## src/design/vcs_pkg.sv

```systemverilog
// Purpose: shared types and constants of the capture control sequencer
// Assumes: one capture channel per instance, 200 MHz clk
// Notes:   control bits are plain ports, no register bus
`default_nettype none

package vcs_pkg;

    localparam int DATA_W     = 16;     // pixel word width
    localparam int FIFO_DEPTH = 16;     // words buffered toward memory

    // fields of the main control word that deferred update covers
    typedef struct packed {
        logic [1:0] clamp_field;
        logic       digital_pin_input_enable;
        logic       field_output_control;
        logic       lookup_table_enable;
        logic       image_processing_enable;
        logic       scaler_enable;
    } vcs_cfg_t;

    localparam vcs_cfg_t CFG_RST = 7'h00;

    // one pixel sample with its frame and line qualifiers
    typedef struct packed {
        logic              frame;
        logic              line;
        logic [DATA_W-1:0] data;
    } vcs_pix_t;

    localparam vcs_pix_t PIX_RST = '0;

    typedef enum logic [1:0] {
        ST_IDLE,
        ST_ARM,
        ST_FRAME
    } vcs_state_t;

endpackage : vcs_pkg

`default_nettype wire

```

## src/design/vcs_fifo.sv

```systemverilog
// Purpose: synchronous word FIFO between capture and memory writer
// Assumes: power-of-two depth, single clock
// Notes:   flush empties it in one cycle
`default_nettype none

module vcs_fifo #(
    parameter int W     = 16,
    parameter int DEPTH = 16
) (
    // clock and reset
    input  wire logic         clk,
    input  wire logic         rstn,
    input  wire logic         flush,
    // fill side
    input  wire logic         in_valid,
    output logic              in_ready,
    input  wire logic [W-1:0] in_data,
    // drain side
    output logic              out_valid,
    input  wire logic         out_ready,
    output logic [W-1:0]      out_data
);
    localparam int AW = $clog2(DEPTH);

    if (DEPTH < 2 || (DEPTH & (DEPTH - 1)) != 0) begin : g_bad_depth
        $error("vcs_fifo depth must be a power of two of at least 2");
    end

    logic [W-1:0]  mem_q [DEPTH];
    logic [AW-1:0] wr_q;
    logic [AW-1:0] rd_q;
    logic [AW:0]   cnt_q;
    logic          push;
    logic          pop;

    ////////////////////////////////////////////////////////////////////////
    // honest full and empty from the fill count
    assign in_ready  = (cnt_q != (AW+1)'(DEPTH));
    assign out_valid = (cnt_q != '0);
    assign push      = in_valid & in_ready;
    assign pop       = out_valid & out_ready;
    assign out_data  = mem_q[rd_q];

    // storage array
    always_ff @(posedge clk) begin
        if (push) begin
            mem_q[wr_q] <= in_data;
        end
    end

    // pointers and count
    always_ff @(posedge clk or negedge rstn) begin
        if (!rstn) begin
            wr_q  <= '0;
            rd_q  <= '0;
            cnt_q <= '0;
        end else if (flush) begin
            wr_q  <= '0;
            rd_q  <= '0;
            cnt_q <= '0;
        end else begin
            if (push) begin
                wr_q <= wr_q + 1'b1;
            end
            if (pop) begin
                rd_q <= rd_q + 1'b1;
            end
            cnt_q <= cnt_q + {{AW{1'b0}}, push} - {{AW{1'b0}}, pop};
        end
    end

endmodule // vcs_fifo

`default_nettype wire

```

## src/design/vcs_sequencer.sv

```systemverilog
// Purpose: capture control, deferred update and frame sequencing
// Assumes: pin clock far slower than clk, serial stream on clk
// Notes:   pixel processing itself lies outside this block
`default_nettype none

module vcs_sequencer #(
    parameter int DATA_W     = vcs_pkg::DATA_W,
    parameter int FIFO_DEPTH = vcs_pkg::FIFO_DEPTH
) (
    // clock and reset
    input  wire logic             clk,
    input  wire logic             rstn,
    // software control bits
    input  wire logic             module_enable,
    input  wire logic             continuous_capture,
    input  wire logic             single_capture,
    input  wire logic             internal_update_mode,
    input  wire vcs_pkg::vcs_cfg_t main_control_cfg,
    input  wire logic             sync_field_toggle_enable,
    // clock controller
    input  wire logic             module_stop_request,
    input  wire logic             soft_reset_assert,
    input  wire logic             soft_reset_release,
    output logic                  module_stop_state,
    // status
    output logic                  capture_active,
    output vcs_pkg::vcs_cfg_t     active_cfg,
    output logic                  field_id,
    output logic                  overflow,
    // parallel camera pins
    input  wire logic             pin_clk,
    input  wire logic             pin_vsync,
    input  wire logic             pin_hsync,
    input  wire logic [DATA_W-1:0] pin_data,
    // serial receiver stream
    input  wire logic             csi_valid,
    output logic                  csi_ready,
    input  wire vcs_pkg::vcs_pix_t csi_pix,
    // captured words
    output logic                  out_valid,
    input  wire logic             out_ready,
    output logic [DATA_W-1:0]     out_data
);
    if (DATA_W != vcs_pkg::DATA_W) begin : g_bad_width
        $error("vcs_sequencer data width must match the package pixel type");
    end

    vcs_pkg::vcs_state_t state_q;
    vcs_pkg::vcs_cfg_t   cfg_q;
    vcs_pkg::vcs_pix_t   pin_s1_q, pin_s2_q;
    logic                pclk_s1_q, pclk_s2_q, pclk_d_q;
    logic                sreset_q, sc_done_q, frame_d_q, stop_q, ovf_q, field_q;
    logic                pin_stb, src_stb, src_frame, src_line;
    logic [DATA_W-1:0]   src_data;
    logic                sof, eof, go, wr_want, fifo_in_ready;

    ////////////////////////////////////////////////////////////////////////
    // pin inputs: two flops, then pin clock edge detect on second stage
    always_ff @(posedge clk or negedge rstn) begin
        if (!rstn) begin
            pclk_s1_q <= 1'b0;
            pclk_s2_q <= 1'b0;
            pclk_d_q  <= 1'b0;
            pin_s1_q  <= vcs_pkg::PIX_RST;
            pin_s2_q  <= vcs_pkg::PIX_RST;
        end else begin
            pclk_s1_q <= pin_clk;
            pclk_s2_q <= pclk_s1_q;
            pclk_d_q  <= pclk_s2_q;
            pin_s1_q  <= {pin_vsync, pin_hsync, pin_data};
            pin_s2_q  <= pin_s1_q;
        end
    end

    assign pin_stb = pclk_s2_q & ~pclk_d_q;

    // source select follows the applied pin input enable
    always_comb begin
        if (cfg_q.digital_pin_input_enable) begin
            src_stb   = pin_stb;
            src_frame = pin_s2_q.frame;
            src_line  = pin_s2_q.line;
            src_data  = pin_s2_q.data;
        end else begin
            src_stb   = csi_valid & fifo_in_ready;
            src_frame = csi_pix.frame;
            src_line  = csi_pix.line;
            src_data  = csi_pix.data;
        end
    end

    // serial stream is stalled by the buffer; pins cannot be
    assign csi_ready = ~cfg_q.digital_pin_input_enable & fifo_in_ready;

    // frame boundaries of the selected source
    always_ff @(posedge clk or negedge rstn) begin
        if (!rstn) begin
            frame_d_q <= 1'b0;
        end else begin
            frame_d_q <= src_frame;
        end
    end

    assign sof = src_frame & ~frame_d_q;
    assign eof = ~src_frame & frame_d_q;

    ////////////////////////////////////////////////////////////////////////
    // soft reset held between assert and release pulses
    always_ff @(posedge clk or negedge rstn) begin
        if (!rstn) begin
            sreset_q <= 1'b0;
        end else if (soft_reset_release) begin
            sreset_q <= 1'b0;
        end else if (soft_reset_assert) begin
            sreset_q <= 1'b1;
        end
    end

    // applied control fields: direct, or deferred to the next frame start
    always_ff @(posedge clk or negedge rstn) begin
        if (!rstn) begin
            cfg_q <= vcs_pkg::CFG_RST;
        end else if (sreset_q) begin
            cfg_q <= vcs_pkg::CFG_RST;
        end else if (!internal_update_mode || sof) begin
            cfg_q <= main_control_cfg;
        end
    end

    // every readback bit is a defined flop; no undefined read data exists here
    assign active_cfg = cfg_q;

    ////////////////////////////////////////////////////////////////////////
    // capture sequencing
    assign go = module_enable & (continuous_capture | (single_capture & ~sc_done_q));

    always_ff @(posedge clk or negedge rstn) begin
        if (!rstn) begin
            state_q <= vcs_pkg::ST_IDLE;
        end else if (sreset_q) begin
            state_q <= vcs_pkg::ST_IDLE;
        end else begin
            case (state_q)
                vcs_pkg::ST_IDLE: begin
                    if (go) begin
                        state_q <= vcs_pkg::ST_ARM;
                    end
                end
                vcs_pkg::ST_ARM: begin
                    if (!go) begin
                        state_q <= vcs_pkg::ST_IDLE;
                    end else if (sof) begin
                        state_q <= vcs_pkg::ST_FRAME;
                    end
                end
                vcs_pkg::ST_FRAME: begin
                    if (eof) begin
                        state_q <= (module_enable & continuous_capture) ? vcs_pkg::ST_ARM : vcs_pkg::ST_IDLE;
                    end
                end
                default: begin
                    state_q <= vcs_pkg::ST_IDLE;
                end
            endcase
        end
    end

    // single capture is spent after one frame until software drops it
    always_ff @(posedge clk or negedge rstn) begin
        if (!rstn) begin
            sc_done_q <= 1'b0;
        end else if (!single_capture || sreset_q) begin
            sc_done_q <= 1'b0;
        end else if (state_q == vcs_pkg::ST_FRAME && eof) begin
            sc_done_q <= 1'b1;
        end
    end

    // field toggles each frame start when sync toggle is on
    always_ff @(posedge clk or negedge rstn) begin
        if (!rstn) begin
            field_q <= 1'b0;
        end else if (sreset_q || !sync_field_toggle_enable) begin
            field_q <= 1'b0;
        end else if (sof) begin
            field_q <= ~field_q;
        end
    end

    assign field_id = field_q ^ cfg_q.field_output_control;

    ////////////////////////////////////////////////////////////////////////
    // pixel words into the buffer; pin words lost on full are flagged
    assign wr_want = (state_q == vcs_pkg::ST_FRAME) & src_line & src_stb;

    always_ff @(posedge clk or negedge rstn) begin
        if (!rstn) begin
            ovf_q <= 1'b0;
        end else begin
            ovf_q <= wr_want & ~fifo_in_ready;
        end
    end

    assign overflow = ovf_q;

    vcs_fifo #(
        .W     (DATA_W),
        .DEPTH (FIFO_DEPTH)
    ) u_fifo (
        .clk       (clk),
        .rstn      (rstn),
        .flush     (sreset_q),
        .in_valid  (wr_want),
        .in_ready  (fifo_in_ready),
        .in_data   (src_data),
        .out_valid (out_valid),
        .out_ready (out_ready),
        .out_data  (out_data)
    );

    // busy until idle and every captured word has left
    assign capture_active = (state_q != vcs_pkg::ST_IDLE) | out_valid;

    // module stop acknowledged only once capture is quiet
    always_ff @(posedge clk or negedge rstn) begin
        if (!rstn) begin
            stop_q <= 1'b0;
        end else begin
            stop_q <= module_stop_request & (stop_q | ~capture_active);
        end
    end

    assign module_stop_state = stop_q;

    ////////////////////////////////////////////////////////////////////////
    // assertions
    property p_cfg_hold;
        @(posedge clk) disable iff (!rstn)
        (internal_update_mode && !sof && !sreset_q) |=> $stable(cfg_q);
    endproperty
    a_cfg_hold: assert property (p_cfg_hold) else $error("deferred fields changed outside frame start");

    property p_cfg_apply;
        @(posedge clk) disable iff (!rstn)
        (internal_update_mode && sof && !sreset_q) |=> (cfg_q == $past(main_control_cfg));
    endproperty
    a_cfg_apply: assert property (p_cfg_apply) else $error("deferred fields not applied at frame start");

    property p_pin_switch_stuck;
        @(posedge clk) disable iff (!rstn)
        (internal_update_mode && !src_frame && !frame_d_q && !sreset_q) [*3]
            |-> $stable(cfg_q.digital_pin_input_enable);
    endproperty
    a_pin_switch_stuck: assert property (p_pin_switch_stuck) else $error("pin enable switched with no frame");

    property p_start;
        @(posedge clk) disable iff (!rstn)
        (state_q == vcs_pkg::ST_IDLE && go && !sreset_q) |=> (state_q == vcs_pkg::ST_ARM) ##1 capture_active;
    endproperty
    a_start: assert property (p_start) else $error("capture did not arm on enable");

    property p_single_once;
        @(posedge clk) disable iff (!rstn)
        (state_q == vcs_pkg::ST_FRAME && eof && single_capture && !continuous_capture && !sreset_q)
            ##1 !continuous_capture |-> (state_q == vcs_pkg::ST_IDLE) ##1 (state_q == vcs_pkg::ST_IDLE);
    endproperty
    a_single_once: assert property (p_single_once) else $error("single capture took a second frame");

    property p_frame_kept;
        @(posedge clk) disable iff (!rstn)
        (state_q == vcs_pkg::ST_FRAME && !eof && !sreset_q && !module_enable) |=> (state_q == vcs_pkg::ST_FRAME);
    endproperty
    a_frame_kept: assert property (p_frame_kept) else $error("frame abandoned on stop");

    property p_stop_quiet;
        @(posedge clk) disable iff (!rstn)
        $rose(module_stop_state) |-> !$past(capture_active) && !capture_active;
    endproperty
    a_stop_quiet: assert property (p_stop_quiet) else $error("stop state while capture active");

    c_frame_done: cover property (@(posedge clk) disable iff (!rstn) state_q == vcs_pkg::ST_FRAME ##1 eof);
    c_deferred:   cover property (@(posedge clk) disable iff (!rstn) internal_update_mode && sof);
    c_stopped:    cover property (@(posedge clk) disable iff (!rstn) $rose(module_stop_state));

endmodule // vcs_sequencer

`default_nettype wire

```

## config.mk

```make
export PLATFORM = sky130hd
export DESIGN_NAME = vcs_sequencer
export DESIGN_NICKNAME = d
export VERILOG_FILES = /design/src/design/vcs_pkg.sv /design/src/design/vcs_fifo.sv /design/src/design/vcs_sequencer.sv
export SDC_FILE = /design/constraint.sdc
export NUM_CORES = 1
export LEC_CHECK = 0
export ABC_AREA = 0
export BUFFER_PORTS_ARGS = -buffer_cell sky130_fd_sc_hd__buf_2
export CAP_MARGIN = 40
export CORE_MARGIN = 10
export CORE_UTILIZATION = 64
export DETAILED_ROUTE_END_ITERATION = 8
export GPL_TIMING_DRIVEN = 0
export PLACE_DENSITY = 0.86
export SETUP_SLACK_MARGIN = 0.2
export SLEW_MARGIN = 0
export SYNTH_ARGS = -nofsm -noshare
export SYNTH_HDL_FRONTEND = slang
export SYNTH_SLANG_ARGS = --single-unit
```

## constraint.sdc

```tcl
create_clock -name clk -period 6.2 [get_ports clk]
set_input_delay 0 -clock clk [delete_from_list [all_inputs] [get_ports clk]]
set_output_delay 0 -clock clk [all_outputs]
set_load 0.05 [all_outputs]
```

==> flow_summary.toml <==
[cells_and_area]
nFillCells = 929
drive_above_1_share_pct = 30.71
antenna_cells = 0
register_area_um2 = 9364
finalNetCount = 859
area_delta_synth_final_pct = 18.56
multi_input_area_um2 = 2927
final_cells = 1074
fin_util_pct = 77.89

[clocking]
clock_sinks = 323
cts_resized = 0
cts_tree = "done"
ctsHtreeMaxLevel = 1
cts-root-buf = "clkbuf_16"
clkTransAtPathRegs_ns = 0.07
cts_inserted_buffers = 30
postCtsSetupBuffers = 0
hold_buffers = 39
clkLatencyLatePin_ns = 0.55
clockBufferDepth = 3

[route]
routed_wire_length_per_instance_um = 27.81
first_pass_iters = 6
dr.first_iter.drc_count = 815
vias_per_cell = 6.414
drc_errors = 0
wl_um = 29870
via_count = 6889
ant_nets = 0

[placed_design]
dp_hpwl_um = 17300
port_buffers = 84
placed_cells = 976
gp_congestion = 0.8624

[critical_path]
worstPathCellList = "inv_1 -> ha_1 -> or4b_1 -> clkbuf_1 -> nand2_1 -> inv_1 -> ha_1 -> inv_1 -> ha_1 -> inv_1 -> fa_1 -> nor2b_1 -> o21bai_1 -> a21oi_1 -> nor3b_1"
cp_common_cell = "inv_1"
critPathMaxFanout = 6
critPathKind = "register to register"
cp-start-kind = "register"
cp_slowest_stage_delay_ns = 0.44
crit_arrival_ns = 3.80
crit_slowest_cell = "or4b_1"
endpoint_kind = "register"
cp.required_ns = 6.60

[grt]
grt_max_degree = 40
antenna_found_initial = 1
grt_first_pass_wirelength_um = 45180
grt_pass1_vias = 7467
grt_usage_pct = 23.08
grt_overflow = 0

[synth]
syn_area_um2 = 12450
synth.net_count = 689
yosys_warnings = 0
synth_cell_type_count = 50
async_flop_share_pct = 20.74
ys_seq_area_share_pct = 75.19
ys_ff_latch = 323
synth-main-ff-cell = "edfxtp_1"
synthTopCellsByArea = "edfxtp_1, dfrtp_1, mux4_2"
synth_top_area_cell = "edfxtp_1"
syn_inst = 621
syn_avg_cell_area_um2 = 20.06
synth_top_area_share_pct = 61.72
synth_edf_count = 256

[timing]
fin_crit_ns = 3.396
slew_headroom_pct = 37.92
worst_slew_pin_slew_ns = 0.9235
layout_worst_path_cycle_share_pct = 54.77
tns_ns = 0
fmax_mhz = 294.5
slew_violations = 0
skew_ns = 0.009729
finalSetupViolations = 0
rsz0062_at_grt = "no"
timing.hold.ws_ns = 0.02324
hold_viol = 0

[power]
p_total_w = 0.005799
p_leak_nw = 5.321
ir_drop_uv = 255.6
power.density_nw_per_um2 = 392.8

[die]
rows = 50
pin_count = 85
start_util_pct = 65.70
die_h_um = 159.5
coreArea_um2 = 18960
dieArea_um2 = 25440
die_x_um = 159.5

[outcome]
status = "completed"

[hold_path]
hp-class = "input port to register"

[job]
drv_cap = 0
## cell families (layout without fill, tap and decap cells)
kind of cell / after synthesis / in the layout / share of synthesized area [%]
simple gates: 91 / 91 / 4.310
flops: 323 / 323 / 75.19
fa+ha+maj: 12 / 12 / 1.266
compound gates: 53 / 53 / 3.044
xor+xnor: 7 / 7 / 0.4923
mux: 89 / 89 / 14.09
buf+inv: 46 / 239 / 1.607
## stage by stage
stage / worst slack, ns / instance area, µm²
after global routing: 2.632 / 14770
after detailed placement: 2.984 / 13380
after floorplan: 2.698 / 12450
final: 2.804 / 14770
after CTS: 2.872 / 14710
after global placement: 1.379 / 13200
## critical path, delay by kind of cell, from the launching register on
family | cells | cell delay [ns]
adder cells (fa/ha/maj) | 4 | 1.03
AO/OA/AOI/OAI | 2 | 0.29
flip-flops | 1 | 0.38
buffers and inverters | 5 | 0.61
AND/OR/NAND/NOR | 4 | 0.95
## state kept, by name, indices dropped and copies added (netlist names), 2 cells and up
name and count:
active_cfg 7, pin_s2_q 18, u_fifo.wr_q 4, pin_s1_q 18, u_fifo.mem_q 256, u_fifo.cnt_q 5
u_fifo.rd_q 4, state_q 2
## worst paths after layout
path / slack, ns / to / cells after the start / from
min in group asynchronous: 0.03 / pin_s1_q[8]$_DFF_PN0_ / 2 / rstn
worst max register to register: 2.80 / u_fifo.cnt_q[4]$_DFF_PN0_ / 15 / u_fifo.cnt_q[2]$_DFF_PN0_
max in group asynchronous: 5.53 / pin_s1_q[15]$_DFF_PN0_ / 3 / rstn
worst min register to register: 0.34 / pin_s2_q[7]$_DFF_PN0_ / 0 / pin_s1_q[7]$_DFF_PN0_
worst min-delay path: 0.02 / u_fifo.mem_q[6][15]$_DFFE_PP_ / 2 / csi_pix[15]
worst max-delay path: 2.80 / u_fifo.cnt_q[4]$_DFF_PN0_ / 15 / u_fifo.cnt_q[2]$_DFF_PN0_
## area by class of cell
cell class	instances	area share [%]
buffer	31	0.9745
clock buffer	42	5.737
clock inverter	13	0.6186
inverter	15	0.3813
multi-input combinational	252	19.82
sequential	323	63.42
tap	260	2.203
timing repair buffer	138	6.847
## placed cells by master (no fill, tap or decap), types with 11 or more instances in the layout
cell,count
edfxtp_1,256
nor2b_1,12
clkbuf_16,31
mux2_2,16
a22oi_1,32
buf_2,94
dlygate4sd3_1,39
clkbuf_1,25
inv_1,15
dfrtp_1,67
nand2_1,22
ha_1,11
mux4_2,64
## power breakdown
| part | switching, W | internal, W |
|---|---|---|
| clock network | 0.000769 | 0.000991 |
| logic | 0.000972 | 0.000606 |
| registers | 0.0000404 | 0.00242 |
| total | 0.00178 | 0.00402 |
## synth_stat cells, types with 4 or more instances
master and instances:
nor2_1 10, ha_1 11, dfrtp_1 67, nor2b_1 12, and4_1 4, buf_2 10
clkbuf_1 17, a22oi_1 32, edfxtp_1 256, mux2_2 16, inv_1 15, mux2_4 8
and2b_1 5, nand2_1 22, mux4_2 64, or3_1 4, and3_1 7, nand3_1 6
a21oi_1 7, xor2_1 5
## routing by layer
metal	global-route usage [%]	share of wire (%)	up-vias
met4	7.287	2.9	0
met5	0	0	-
li1	-	-	2824
met1	29.33	36	3492
met3	4.932	9.9	88
met2	39.04	51	485
Power figures use the tool's default switching activity.
